===== src/nfoc_defs.vh =====
// Constants for the feature parameter and OTP control block
`ifndef NFOC_DEFS_VH
`define NFOC_DEFS_VH
// Opcodes
`define NFOC_OP_SETFEAT    8'hEF
`define NFOC_OP_GETFEAT    8'hEE
`define NFOC_OP_STATUS     8'h70
`define NFOC_OP_READ       8'h00
`define NFOC_OP_READCONF   8'h30
`define NFOC_OP_PROG       8'h80
`define NFOC_OP_PROGCONF   8'h10
`define NFOC_OP_RNDIN      8'h85
`define NFOC_OP_RNDOUT     8'h05
`define NFOC_OP_RNDOUTCONF 8'hE0
`define NFOC_OP_CACHESEQ   8'h31
`define NFOC_OP_CACHEEND   8'h3F
`define NFOC_OP_RESET      8'hFF
// Feature addresses
`define NFOC_FA_RECOVERY   8'h89
`define NFOC_FA_ARRAYMODE  8'h90
`define NFOC_FA_PROTECT    8'hA0
`define NFOC_FA_CONFIG     8'hB0
// Reset values
`define NFOC_RST_ARRAYMODE 8'h00
`define NFOC_RST_PROTECT   8'h38
`define NFOC_RST_CONFIG    8'h00
`define NFOC_RST_RECOVERY  8'h00
// Array mode codes and recovery parameter limit
`define NFOC_MODE_NORMAL   8'h00
`define NFOC_MODE_OTP      8'h01
`define NFOC_MODE_OTPPROT  8'h03
`define NFOC_RECOVERY_MAX  8'h05
// Protection P1 field positions
`define NFOC_PR_SOLID      0
`define NFOC_PR_COMPL      1
`define NFOC_PR_INVERT     2
`define NFOC_PR_RANGE_LO   3
`define NFOC_PR_RANGE_HI   5
`define NFOC_PR_MASK       8'h3F
// Configuration P1 field positions
`define NFOC_CF_PGMEN      0
`define NFOC_CF_SCREN      1
`define NFOC_CF_COVSEL     2
// OTP region
`define NFOC_OTP_FIRST     8'h02
`define NFOC_OTP_LAST      8'h1F
`define NFOC_OTP_NOP_MAX   4'h8
// Status bits
`define NFOC_ST_FAIL       0
`define NFOC_ST_READY      6
`define NFOC_ST_WPN        7
// Busy time, ns, and cycles at 100 ns clock
`define NFOC_CLK_NS        100
`define NFOC_TFEAT_NS      1000
`define NFOC_TFEAT_CYC     ((`NFOC_TFEAT_NS + `NFOC_CLK_NS - 1) / `NFOC_CLK_NS)
`endif


===== src/nfoc_feature_ctrl.v =====
// Feature parameter and OTP access control inside the flash device
// What this block does
// - Set-feature opcode, address, then P1..P4 replace power-on defaults.
// - After set-feature opcode, stay in set-feature mode until P4 or next command.
// - Status read during set-feature reports ready once parameters applied.
// - Get-feature opcode and address, then P1..P4 read from data bus.
// - After get-feature opcode, stay in get-feature mode until next command.
// - P1 01h, zero P2..P4, at address 90h enters OTP operation mode.
// - Zero P1 at address 90h leaves OTP operation or protection mode.
// - Array mode and recovery read parameters clear on power cycle.
// - In OTP mode page read and program target the OTP region.
// - OTP pages are page addresses 02h to 1Fh only.
// - OTP mode allows random data out but refuses cache read.
// - OTP mode accepts random data input then program confirm.
// - At most eight partial programs per OTP page.
// - OTP region never erased; programming only clears bits.
// - Once OTP protection set, all OTP programs are refused.
// - Ready or busy shown on busy line and in status byte.
// - Scrambler, when enabled, also covers OTP region data.
// - Protection parameter resets to 38h on power cycle.
// - Protection writes ignored unless protect strap was high.
// - After solid lock set, protection bits frozen until power cycle.
// - Scrambler enable and coverage bits are one-time and persistent.
// - Scrambler program-enable flag is volatile.
// - Address 89h selects one of five recovery read modes.
// - P1 03h at 90h then program with address 00h sets OTP protection.
`timescale 1ns/1ns
`include "nfoc_defs.vh"
module nfoc_feature_ctrl #(
   parameter BUSY_CYCLES = `NFOC_TFEAT_CYC
) (
   input  wire       core_clk,
   input  wire       srst,
   input  wire       cmdStrobe,
   input  wire       addrStrobe,
   input  wire       dataInStrobe,
   input  wire       dataOutStrobe,
   input  wire [7:0] busIn,
   input  wire       protect_strap_pin,
   input  wire       writeProtectN,
   input  wire       arrayDone,
   input  wire [2:0] scrambleNvIn,
   output reg  [7:0] busOut,
   output reg        busOutEn,
   output reg        readyBusyN,
   output reg        otpSelect,
   output reg        otpProtected,
   output reg  [4:0] otpPage,
   output reg        arrayReadStart,
   output reg        arrayProgStart,
   output reg        progRefused,
   output reg        scrambleActive,
   output reg        scramble_coverage_select,
   output reg        scrambleNvWrite,
   output reg  [2:0] recoveryMode,
   output reg  [5:0] protectSetting
);
   // ------------------------------------------------------------------
   // Sequencer states
   // ------------------------------------------------------------------
   localparam ST_IDLE    = 4'd0;
   localparam ST_SF_ADDR = 4'd1;
   localparam ST_SF_DATA = 4'd2;
   localparam ST_GF_ADDR = 4'd3;
   localparam ST_GF_DATA = 4'd4;
   localparam ST_STATUS  = 4'd5;
   localparam ST_RD_ADDR = 4'd6;
   localparam ST_RD_DATA = 4'd7;
   localparam ST_PG_ADDR = 4'd8;
   localparam ST_PG_DATA = 4'd9;
   localparam ST_OTHER   = 4'd10;

   reg [3:0]  state;
   reg [3:0]  statusReturn;
   reg [7:0]  featAddr;
   reg [1:0]  byteIdx;
   reg [7:0]  paramP1;
   reg        paramBad;
   reg [7:0]  array_operation_mode;
   reg [7:0]  block_protection_setting;
   reg [7:0]  scrambler_configuration;
   reg [7:0]  recoveryParam;
   reg        protectEnabled;
   reg        strapCaught;
   reg        scrambleLocked;
   reg [2:0]  addrCount;
   reg [7:0]  pageAddr;
   reg [15:0] busyCount;
   reg        progPending;
   reg        progDirty;

   wire       otpMode  = (array_operation_mode == `NFOC_MODE_OTP);
   wire       protMode = (array_operation_mode == `NFOC_MODE_OTPPROT);
   wire       busy     = (busyCount != 16'h0000) | progPending;

   wire [3:0] nopCount;
   reg        nopWr;
   reg  [3:0] nopData;

   // Page address inside the OTP window
   function inOtpWindow;
      input [7:0] pa;
      begin
         inOtpWindow = (pa >= `NFOC_OTP_FIRST) && (pa <= `NFOC_OTP_LAST);
      end
   endfunction

   // Read back of one parameter byte
   function [7:0] featByte;
      input [7:0] fa;
      input [1:0] idx;
      input [7:0] am;
      input [7:0] bp;
      input [7:0] cf;
      input [7:0] rc;
      begin
         featByte = 8'h00;
         if (idx == 2'd0) begin
            case (fa)
               `NFOC_FA_ARRAYMODE: featByte = am;
               `NFOC_FA_PROTECT:   featByte = bp & `NFOC_PR_MASK;
               `NFOC_FA_CONFIG:    featByte = cf;
               `NFOC_FA_RECOVERY:  featByte = rc;
               default:            featByte = 8'h00;
            endcase
         end
      end
   endfunction

   nfoc_otp_mem #(
      .AW (5),
      .DW (4)
   ) uNopMem (
      .core_clk (core_clk),
      .srst     (srst),
      .wrEn     (nopWr),
      .wrAddr   (pageAddr[4:0]),
      .wrData   (nopData),
      .rdAddr   (pageAddr[4:0]),
      .rdData   (nopCount)
   );

   // ------------------------------------------------------------------
   // Command sequencer and feature registers
   // ------------------------------------------------------------------
   always @(posedge core_clk) begin
      if (srst) begin
         state                    <= ST_IDLE;
         statusReturn             <= ST_IDLE;
         featAddr                 <= 8'h00;
         byteIdx                  <= 2'd0;
         paramP1                  <= 8'h00;
         paramBad                 <= 1'b0;
         array_operation_mode     <= `NFOC_RST_ARRAYMODE;
         recoveryParam            <= `NFOC_RST_RECOVERY;
         block_protection_setting <= `NFOC_RST_PROTECT;
         scrambler_configuration  <= `NFOC_RST_CONFIG;
         protectEnabled           <= 1'b0;
         strapCaught              <= 1'b0;
         scrambleLocked           <= 1'b0;
         addrCount                <= 3'd0;
         pageAddr                 <= 8'h00;
         busyCount                <= 16'h0000;
         progPending              <= 1'b0;
         progDirty                <= 1'b0;
         nopWr                    <= 1'b0;
         nopData                  <= 4'h0;
         busOut                   <= 8'h00;
         busOutEn                 <= 1'b0;
         readyBusyN               <= 1'b1;
         otpSelect                <= 1'b0;
         otpProtected             <= 1'b0;
         otpPage                  <= 5'h00;
         arrayReadStart           <= 1'b0;
         arrayProgStart           <= 1'b0;
         progRefused              <= 1'b0;
         scrambleActive           <= 1'b0;
         scramble_coverage_select <= 1'b0;
         scrambleNvWrite          <= 1'b0;
         recoveryMode             <= 3'd0;
         protectSetting           <= 6'h38;
      end else begin
         arrayReadStart  <= 1'b0;
         arrayProgStart  <= 1'b0;
         progRefused     <= 1'b0;
         scrambleNvWrite <= 1'b0;
         nopWr           <= 1'b0;
         busOutEn        <= 1'b0;
         // Strap caught once after release
         if (!strapCaught) begin
            strapCaught    <= 1'b1;
            protectEnabled <= protect_strap_pin;
         end
         if (!scrambleLocked && scrambleNvIn[1]) begin
            scrambler_configuration[`NFOC_CF_SCREN]  <= 1'b1;
            scrambler_configuration[`NFOC_CF_COVSEL] <= scrambleNvIn[2];
            scrambleLocked                           <= 1'b1;
         end
         if (busyCount != 16'h0000) begin
            busyCount <= busyCount - 16'h0001;
         end
         if (progPending && arrayDone) begin
            progPending <= 1'b0;
         end
         if (cmdStrobe) begin
            // Any valid opcode ends the feature modes
            addrCount <= 3'd0;
            byteIdx   <= 2'd0;
            case (busIn)
               `NFOC_OP_SETFEAT: state <= ST_SF_ADDR;
               `NFOC_OP_GETFEAT: state <= ST_GF_ADDR;
               `NFOC_OP_STATUS: begin
                  statusReturn <= (state == ST_GF_DATA) ? ST_GF_DATA : ST_IDLE;
                  state        <= ST_STATUS;
               end
               `NFOC_OP_READ: begin
                  // Read opcode resumes get-feature data after status
                  if (state == ST_STATUS && statusReturn == ST_GF_DATA) begin
                     state <= ST_GF_DATA;
                  end else begin
                     state <= ST_RD_ADDR;
                  end
               end
               `NFOC_OP_READCONF: begin
                  otpSelect <= otpMode && inOtpWindow(pageAddr);
                  otpPage   <= pageAddr[4:0];
                  scrambleActive <= scrambler_configuration[`NFOC_CF_SCREN];
                  arrayReadStart <= 1'b1;
                  state     <= ST_RD_DATA;
               end
               `NFOC_OP_RNDOUT, `NFOC_OP_RNDOUTCONF: state <= ST_RD_DATA;
               `NFOC_OP_CACHESEQ, `NFOC_OP_CACHEEND: begin
                  if (otpMode || protMode) begin
                     progRefused <= 1'b1;
                     state       <= ST_IDLE;
                  end else begin
                     arrayReadStart <= 1'b1;
                     state          <= ST_RD_DATA;
                  end
               end
               `NFOC_OP_PROG: begin
                  progDirty <= 1'b0;
                  state     <= ST_PG_ADDR;
               end
               `NFOC_OP_RNDIN: state <= ST_PG_ADDR;
               `NFOC_OP_PROGCONF: begin
                  state <= ST_IDLE;
                  if (protMode && !otpProtected) begin
                     otpProtected <= 1'b1;
                     busyCount    <= BUSY_CYCLES[15:0];
                  end else if (otpMode) begin
                     if (otpProtected || !inOtpWindow(pageAddr)
                         || nopCount >= `NFOC_OTP_NOP_MAX) begin
                        progRefused <= 1'b1;
                     end else begin
                        // Array applies AND of old and new data
                        otpSelect      <= 1'b1;
                        otpPage        <= pageAddr[4:0];
                        scrambleActive <= scrambler_configuration[`NFOC_CF_SCREN];
                        arrayProgStart <= 1'b1;
                        progPending    <= 1'b1;
                        nopWr          <= 1'b1;
                        nopData        <= nopCount + 4'h1;
                     end
                  end else if (!protMode) begin
                     otpSelect      <= 1'b0;
                     scrambleActive <= scrambler_configuration[`NFOC_CF_SCREN];
                     arrayProgStart <= 1'b1;
                     progPending    <= 1'b1;
                  end else begin
                     progRefused <= 1'b1;
                  end
               end
               default: state <= ST_OTHER;
            endcase
         end else if (addrStrobe) begin
            case (state)
               ST_SF_ADDR: begin
                  featAddr <= busIn;
                  state    <= ST_SF_DATA;
               end
               ST_GF_ADDR: begin
                  featAddr <= busIn;
                  busyCount <= BUSY_CYCLES[15:0];
                  state    <= ST_GF_DATA;
               end
               ST_RD_ADDR, ST_PG_ADDR: begin
                  // Third address cycle carries the page address
                  if (addrCount == 3'd2) begin
                     pageAddr <= busIn;
                  end
                  if (addrCount != 3'd7) begin
                     addrCount <= addrCount + 3'd1;
                  end
               end
               default: state <= state;
            endcase
         end else if (dataInStrobe) begin
            if (state == ST_SF_DATA) begin
               if (byteIdx == 2'd0) begin
                  paramP1  <= busIn;
                  paramBad <= 1'b0;
               end else if (busIn != 8'h00) begin
                  paramBad <= 1'b1;
               end
               byteIdx <= byteIdx + 2'd1;
               if (byteIdx == 2'd3) begin
                  busyCount <= BUSY_CYCLES[15:0];
                  state     <= ST_IDLE;
                  case (featAddr)
                     `NFOC_FA_ARRAYMODE: begin
                        if (paramP1 == `NFOC_MODE_NORMAL) begin
                           array_operation_mode <= `NFOC_MODE_NORMAL;
                        end else if (!paramBad && busIn == 8'h00 &&
                                     (paramP1 == `NFOC_MODE_OTP ||
                                      paramP1 == `NFOC_MODE_OTPPROT)) begin
                           array_operation_mode <= paramP1;
                        end
                     end
                     `NFOC_FA_PROTECT: begin
                        if (protectEnabled && writeProtectN &&
                            !block_protection_setting[`NFOC_PR_SOLID]) begin
                           block_protection_setting <= paramP1 & `NFOC_PR_MASK;
                        end
                     end
                     `NFOC_FA_CONFIG: begin
                        scrambler_configuration[`NFOC_CF_PGMEN] <= paramP1[`NFOC_CF_PGMEN];
                        if (scrambler_configuration[`NFOC_CF_PGMEN] && !scrambleLocked &&
                            paramP1[`NFOC_CF_SCREN]) begin
                           scrambler_configuration[`NFOC_CF_SCREN]  <= 1'b1;
                           scrambler_configuration[`NFOC_CF_COVSEL] <=
                              paramP1[`NFOC_CF_COVSEL];
                           scrambleLocked  <= 1'b1;
                           scrambleNvWrite <= 1'b1;
                        end
                     end
                     `NFOC_FA_RECOVERY: begin
                        if (paramP1 <= `NFOC_RECOVERY_MAX) begin
                           recoveryParam <= paramP1;
                        end
                     end
                     default: state <= ST_IDLE;
                  endcase
               end
            end else if (state == ST_PG_ADDR || state == ST_PG_DATA) begin
               progDirty <= 1'b1;
               state     <= ST_PG_DATA;
            end
         end else if (dataOutStrobe) begin
            busOutEn <= 1'b1;
            if (state == ST_STATUS) begin
               busOut <= {writeProtectN, ~busy, 5'b00000, 1'b0};
            end else if (state == ST_GF_DATA) begin
               busOut <= featByte(featAddr, byteIdx, array_operation_mode,
                                  block_protection_setting, scrambler_configuration,
                                  recoveryParam);
               byteIdx <= byteIdx + 2'd1;
            end else begin
               busOut <= 8'hFF;
            end
         end
         readyBusyN     <= ~busy;
         recoveryMode   <= recoveryParam[2:0];
         protectSetting <= block_protection_setting[5:0];
         scramble_coverage_select <= scrambler_configuration[`NFOC_CF_COVSEL];
         if (!(otpMode || protMode)) begin
            otpSelect <= 1'b0;
         end
      end
   end
endmodule


===== src/nfoc_otp_mem.v =====
// Per-page partial program counters for the OTP region
`timescale 1ns/1ns
module nfoc_otp_mem #(
   parameter AW = 5,
   parameter DW = 4
) (
   input  wire          core_clk,
   input  wire          srst,
   input  wire          wrEn,
   input  wire [AW-1:0] wrAddr,
   input  wire [DW-1:0] wrData,
   input  wire [AW-1:0] rdAddr,
   output reg  [DW-1:0] rdData
);
   reg [DW-1:0] mem [0:(1<<AW)-1];
   integer i;
   always @(posedge core_clk) begin
      if (srst) begin
         for (i = 0; i < (1<<AW); i = i + 1) begin
            mem[i] <= {DW{1'b0}};
         end
         rdData <= {DW{1'b0}};
      end else begin
         if (wrEn) begin
            mem[wrAddr] <= wrData;
         end
         rdData <= mem[rdAddr];
      end
   end
endmodule


===== config.mk =====
export PLATFORM = sky130hd
export DESIGN_NAME = nfoc_feature_ctrl
export DESIGN_NICKNAME = d
export VERILOG_FILES = /design/src/nfoc_feature_ctrl.v /design/src/nfoc_otp_mem.v
export VERILOG_INCLUDE_DIRS = /design/src
export SDC_FILE = /design/constraint.sdc
export NUM_CORES = 1
export LEC_CHECK = 0
export BUFFER_PORTS_ARGS = -buffer_cell sky130_fd_sc_hd__buf_2
export CAP_MARGIN = 5
export CORE_MARGIN = 10
export CORE_UTILIZATION = 45
export CTS_BUF_LIST = sky130_fd_sc_hd__clkbuf_4 sky130_fd_sc_hd__clkbuf_8 sky130_fd_sc_hd__clkbuf_16
export DETAILED_ROUTE_END_ITERATION = 12
export GPL_TIMING_DRIVEN = 0
export PLACE_DENSITY_LB_ADDON = 0.05
export SYNTH_ARGS = -nofsm -noshare
export SYNTH_HDL_FRONTEND = slang
export SYNTH_SLANG_ARGS = --single-unit
export TNS_END_PERCENT = 10

===== constraint.sdc =====
create_clock -name core_clk -period 2.9 [get_ports core_clk]
set_input_delay 0.145 -clock core_clk [delete_from_list [all_inputs] [get_ports core_clk]]
set_output_delay 0.145 -clock core_clk [all_outputs]
set_load 0.01 [all_outputs]

======== Yosys cells after proc, flatten, opt, wreduce, memory -nomap -nowiden ========
Memories as Yosys holds them, arrays and structs flattened. A register that Yosys moved wholly into a read port is not among the register bits.
Index checks and enable logic that the tools add are counted.
word-level totals
  memories kept ........................... 1
  flip-flop bits (word level) ............. 120
  RAM bits ................................ 128
  output and inout bits ................... 32
  input port bits ......................... 20
memory list
  memory       words  bits a word  read ports  clocked after memory_dff  wr ports  RTL line           source
  uNopMem.mem  32     4            1           1                         32        nfoc_otp_mem.v:15  reg [DW-1:0] mem [0:(1<<AW)-1];
cells by class
  equal/unequal tests ..................... 40
  reductions and logical operators ........ 64
  mux-type cells .......................... 92
  add/subtract/negate cells ............... 4
  bitwise operators ....................... 13
  $lt $le $gt $ge ......................... 4
operator list
  cell                                                  number
  2-to-1 mux 16 bit                                     9
  equality test 8 bit (second input constant)           9
  2-to-1 mux 1 bit                                      43
  2-to-1 mux 8 bit                                      5
  one-hot mux 4 bit (8 select lines)                    1
  one-hot mux 8 bit (4 select lines)                    1
  AND reduction 5 bit                                   6
  2-to-1 mux 4 bit                                      7
  equality test 8 x 6 -> 1 bit (second input constant)  3
  2-to-1 mux 3 bit                                      8
  AND reduction 7 bit                                   3
  2-to-1 mux 5 bit                                      4
  equality test 4 x 3 -> 1 bit (second input constant)  4
  equality test 8 x 1 -> 1 bit (second input constant)  2
  equality test 8 x 2 -> 1 bit (second input constant)  2
  zero test 8 bit                                       2
  2-to-1 mux 2 bit                                      8
  nonzero test 16 bit                                   1
  subtractor 16 x 1 -> 16 bit (second input constant)   1
  OR reduction 2 bit                                    7
  logical AND 1 bit                                     12
  inverter 1 bit                                        12
  AND reduction 4 bit                                   3
  OR reduction 4 bit                                    3
  other kinds (37)                                      61

======== Logic depth before layout (Yosys ltp) ========
  depth after elaboration ................. 10
  mapped depth ............................ 9

======== Modules after synthesis ========
Synthesis repeated with hierarchy kept, for this count alone.
unflattened totals
  cell total of the unflattened synthesis .. 1023
  area total of the unflattened synthesis .. 11671.2 um2
by module, submodules not included
  module             cells an instance  times used  area an instance (um2)
  nfoc_otp_mem       433                1           6313.6
  nfoc_feature_ctrl  590                1           5357.6

======== Least setup slack after synthesis ========
OpenSTA, ideal clock, no wires.
  path kind ............................... input port to flip-flop
  start point ............................. input port busIn[1]
  end point ............................... register busyCount[13]
  path slack .............................. 0.873 ns
  stages .................................. 9
  data arrival time ....................... 1.912 ns
  cells stage by stage .................... buf_2 > or4_1 > buf_2 > nor3b_4 > nand3_2 > o311a_4 > nand2_4 > buf_6 > nor2_1
on the way
  cells in the longest elaborated chain, start to end .. 3
RTL lines
  element                       RTL line                 source
  from (decl)                   nfoc_feature_ctrl.v:38   input wire [7:0] busIn,
  equality test 8 x 5 -> 1 bit  nfoc_feature_ctrl.v:209  case (busIn)
  2-to-1 mux 16 bit             nfoc_feature_ctrl.v:209
  2-to-1 mux 16 bit             nfoc_feature_ctrl.v:205  if (cmdStrobe) begin
  to (signal assigned)          nfoc_feature_ctrl.v:200  busyCount <= busyCount - 16'h0001;
  to (signal assigned)          nfoc_feature_ctrl.v:250  busyCount <= BUSY_CYCLES[15:0];
  to (signal assigned)          nfoc_feature_ctrl.v:284  busyCount <= BUSY_CYCLES[15:0];
  to (decl)                     nfoc_feature_ctrl.v:88   reg [15:0] busyCount;
Every way passes these cells.
A chain may end at the register's enable or synchronous reset.

==> metrics.yaml <==
timing:
  grt_setup_unrepaired: "false"
  whs_ns: 0.0507
  period_minus_slack_ns: 2.72
  fin_ws_ns: 0.179
  report.final.setup_viol: 0
  period_share: 0.938
  finalHoldViolCount: 0
  fmax_mhz: 367
  finClkSkew_ns: 0.0100
  slew_viol_final: 0
  slew_headroom: 0.364
  worstMarginPinSlew_ns: 0.954
floorplanning:
  fp-row-count: 58
  start_util: 0.454
  die_y_um: 179
  num_io_pins: 52
  core-area_um2: 25000
  fp.dieW_um: 179
  die_area_um2: 32000
setup_path:
  crit_slowest_cell: "buf_1"
  r2r-end: "uNopMem.rdData[1]"
  r2r_slack_ns: 0.18
  critPathMaxStageDelay_ns: 0.76
  crit_chain: "buf_2 > buf_1 > mux4_2 > a22oi_1 > a41oi_1"
  worstPathRequired_ns: 3.28
  critPathBufInv: 2
  cp_top_family: "buffers and inverters"
  cp-start-kind: "flop"
  crit_path_end_kind: "flop"
  path_max_fanout: 10
  rr_worst_depth: 5
  r2r_start: "pageAddr[0]"
  worstPathArrival_ns: 3.10
  critical_path_class: "reg2reg"
clock_tree:
  cts_sinks: 249
  cts_tree: "built"
  h-tree-depth: 1
  clk_pin_slew_ns: 0.06
  clockBufferDepth: 3
  clock_latency_ns: 0.54
  cts_buffers: 28
  clk_root_buffer_cell: "clkbuf_16"
yosys:
  syn_area_um2: 11400
  yosysSeqAreaShare: 0.551
  synth_cells: 1002
  synth-async-reset-ratio: 0
  yosysMostFrequentCell: "and2_1"
  synth_top_area_cell: "edfxtp_1"
  ys_warn_count: 0
  syn_area_per_cell_um2: 11.3
  ys_seq_elements: 249
  synth-edff-count: 128
  ys_top_cells_by_count: "and2_1 (143), nor2_1 (129), edfxtp_1 (128), dfxtp_1 (121), o21ai_0 (50)"
  synthTopCellsByArea: "edfxtp_1 (34%), dfxtp_1 (21%), and2_1 (7.9%)"
  synth_top_area_frac: 0.338
  synth_nets: 1031
  synth_cell_types: 71
  synth_flop_cell: "edfxtp_1"
drt:
  drc_errors: 0
  viasPerCell: 5.51
  num_vias: 7926
  dr.first_iter.drc_count: 620
  first_pass_iters: 5
  detail-route-antenna-nets: 0
  wire_per_inst_um: 20.9
  drt-total-wl_mm: 30.1
grt:
  grt_pass1_wl_mm: 46.5
  grt_max_degree: 14
  grt_usage: 0.189
  grt-ovfl-total: 0
  antenna_found_initial: 0
  grt_pass1_vias: 7892
placed_design:
  gp_congestion: 0.856
  dp_slack_ns: -0.237
  dp_hpwl_mm: 21.8
  placed_cell_area_um2: 12000
  port_buffers: 43
final_layout:
  final_area_um2: 13000
  n_antenna_cell: 0
  fin_util: 0.518
  drive_gt1_frac: 0.152
  fillCellCount: 2280
  nets: 1115
  syn_to_final_growth_pct: 14.2
outcome:
  status: "finished, final reports clean"
hold_path:
  hold_start: "dataInStrobe"
  hold_path_class: "in2reg"
  hold_depth: 4
  hold_end: "busOut[6]"
run:
  maxCapViolCount: 0
power_and_ir_drop:
  power_leakage_nw: 4.63
  power_density_nw_per_um2: 619
  max-vdd-ir-drop_mv: 0.508
report_power, final:
group / leakage, nW / internal [mW] / switching (mW) / total (mW)
registers: 2.20 / 3.88 / 0.0995 / 3.98
logic: 1.98 / 0.297 / 0.426 / 0.724
clock network: 0.445 / 1.91 / 1.42 / 3.33
state kept, by name, indices dropped and copies added, names as in the netlist, 2 cells and up:
register / count
otpPage: 5
block_protection_setting: 6
paramP1: 8
state: 4
uNopMem.rdData: 4
busyCount: 16
busOut: 8
recoveryMode: 3
recoveryParam: 8
addrCount: 3
scrambler_configuration: 3
pageAddr: 8
protectSetting: 6
featAddr: 8
nopData: 4
array_operation_mode: 8
byteIdx: 2
uNopMem.mem: 128
per-layer routing:
| metal | track usage | vias up | routed length, um |
|---|---|---|---|
| li1 | - | 3780 | - |
| met1 | 0.243 | 3856 | 13000 |
| met2 | 0.316 | 233 | 14300 |
| met3 | 0.0305 | 57 | 1760 |
| met4 | 0.0675 | 0 | 1060 |
| met5 | 0 | - | 0 |
repair_timing:
action / 4_1_cts / 5_1_grt
endpoints found under the setup margin: 94 / 63
hold endpoints to repair: 10 / 0
gates resized for setup: 13 / 10
pin swaps: 0 / 1
hold buffers: 7 / 0
buffers inserted: 0 / 4
placed cells by master (no fill, tap or decap), types with 32 or more instances in the layout:
| cell type | instances |
|---|---|
| o21ai_0 | 34 |
| dfxtp_1 | 121 |
| nor2_1 | 129 |
| edfxtp_1 | 128 |
| clkbuf_1 | 48 |
| and2_1 | 143 |
| buf_2 | 53 |
| mux2i_1 | 47 |
| mux4_2 | 32 |
| nand2_1 | 39 |
tightest hold or removal path: cells and delay by family:
kind	cells	cell delay, ns
compound gates	1	0.05
buf+inv	1	0.14
simple gates	2	0.20
cell families (layout without fill, tap and decap cells):
family                   Yosys count  count (layout)  synth area share
AO/OA/AOI/OAI                    141             141            0.0818
XOR/XNOR                          19              19            0.0146
adder cells (fa/ha/maj)            9               9           0.00991
buffers and inverters             82             188            0.0297
flip-flops                       249             249             0.551
multiplexers                      79              79             0.105
AND/OR/NAND/NOR                  423             423             0.208
how the worst max path moves through the flow:
| stage | startpoint | end | slack [ns] | cells after the start |
|---|---|---|---|---|
| after detailed placement | pageAddr[1] | uNopMem.rdData[3] | -0.24 | 6 |
| after global placement | pageAddr[1] | uNopMem.rdData[3] | -0.25 | 6 |
| after CTS | pageAddr[0] | uNopMem.mem[17][2] | -0.13 | 5 |
| after global routing | pageAddr[0] | uNopMem.rdData[3] | 0.04 | 5 |
| after floorplan | state[0] | recoveryParam[3] | 0.81 | 7 |
| final | pageAddr[0] | uNopMem.rdData[1] | 0.18 | 5 |
per-stage QoR:
stage	power (mW)	TNS, ns	instances
final	8.03	0	1438
after global routing	8.35	0	1438
after CTS	8.09	-2.48	1434
after detailed placement	4.76	-8.33	1375
after global placement	4.76	-7.80	1375
after floorplan	4.57	0	1002
final cells by class:
| class | instances | area, um2 | share of cell area |
|---|---|---|---|
| timing repair buffer | 54 | 315 | 0.0243 |
| multi-input combinational | 671 | 4780 | 0.368 |
| buffer | 68 | 289 | 0.0223 |
| inverter | 14 | 52.6 | 0.00405 |
| clock inverter | 14 | 68.8 | 0.00530 |
| sequential | 249 | 6270 | 0.483 |
| tap | 330 | 413 | 0.0318 |
| clock buffer | 38 | 793 | 0.0611 |
Note: power is estimated with default switching activity, not from simulation.
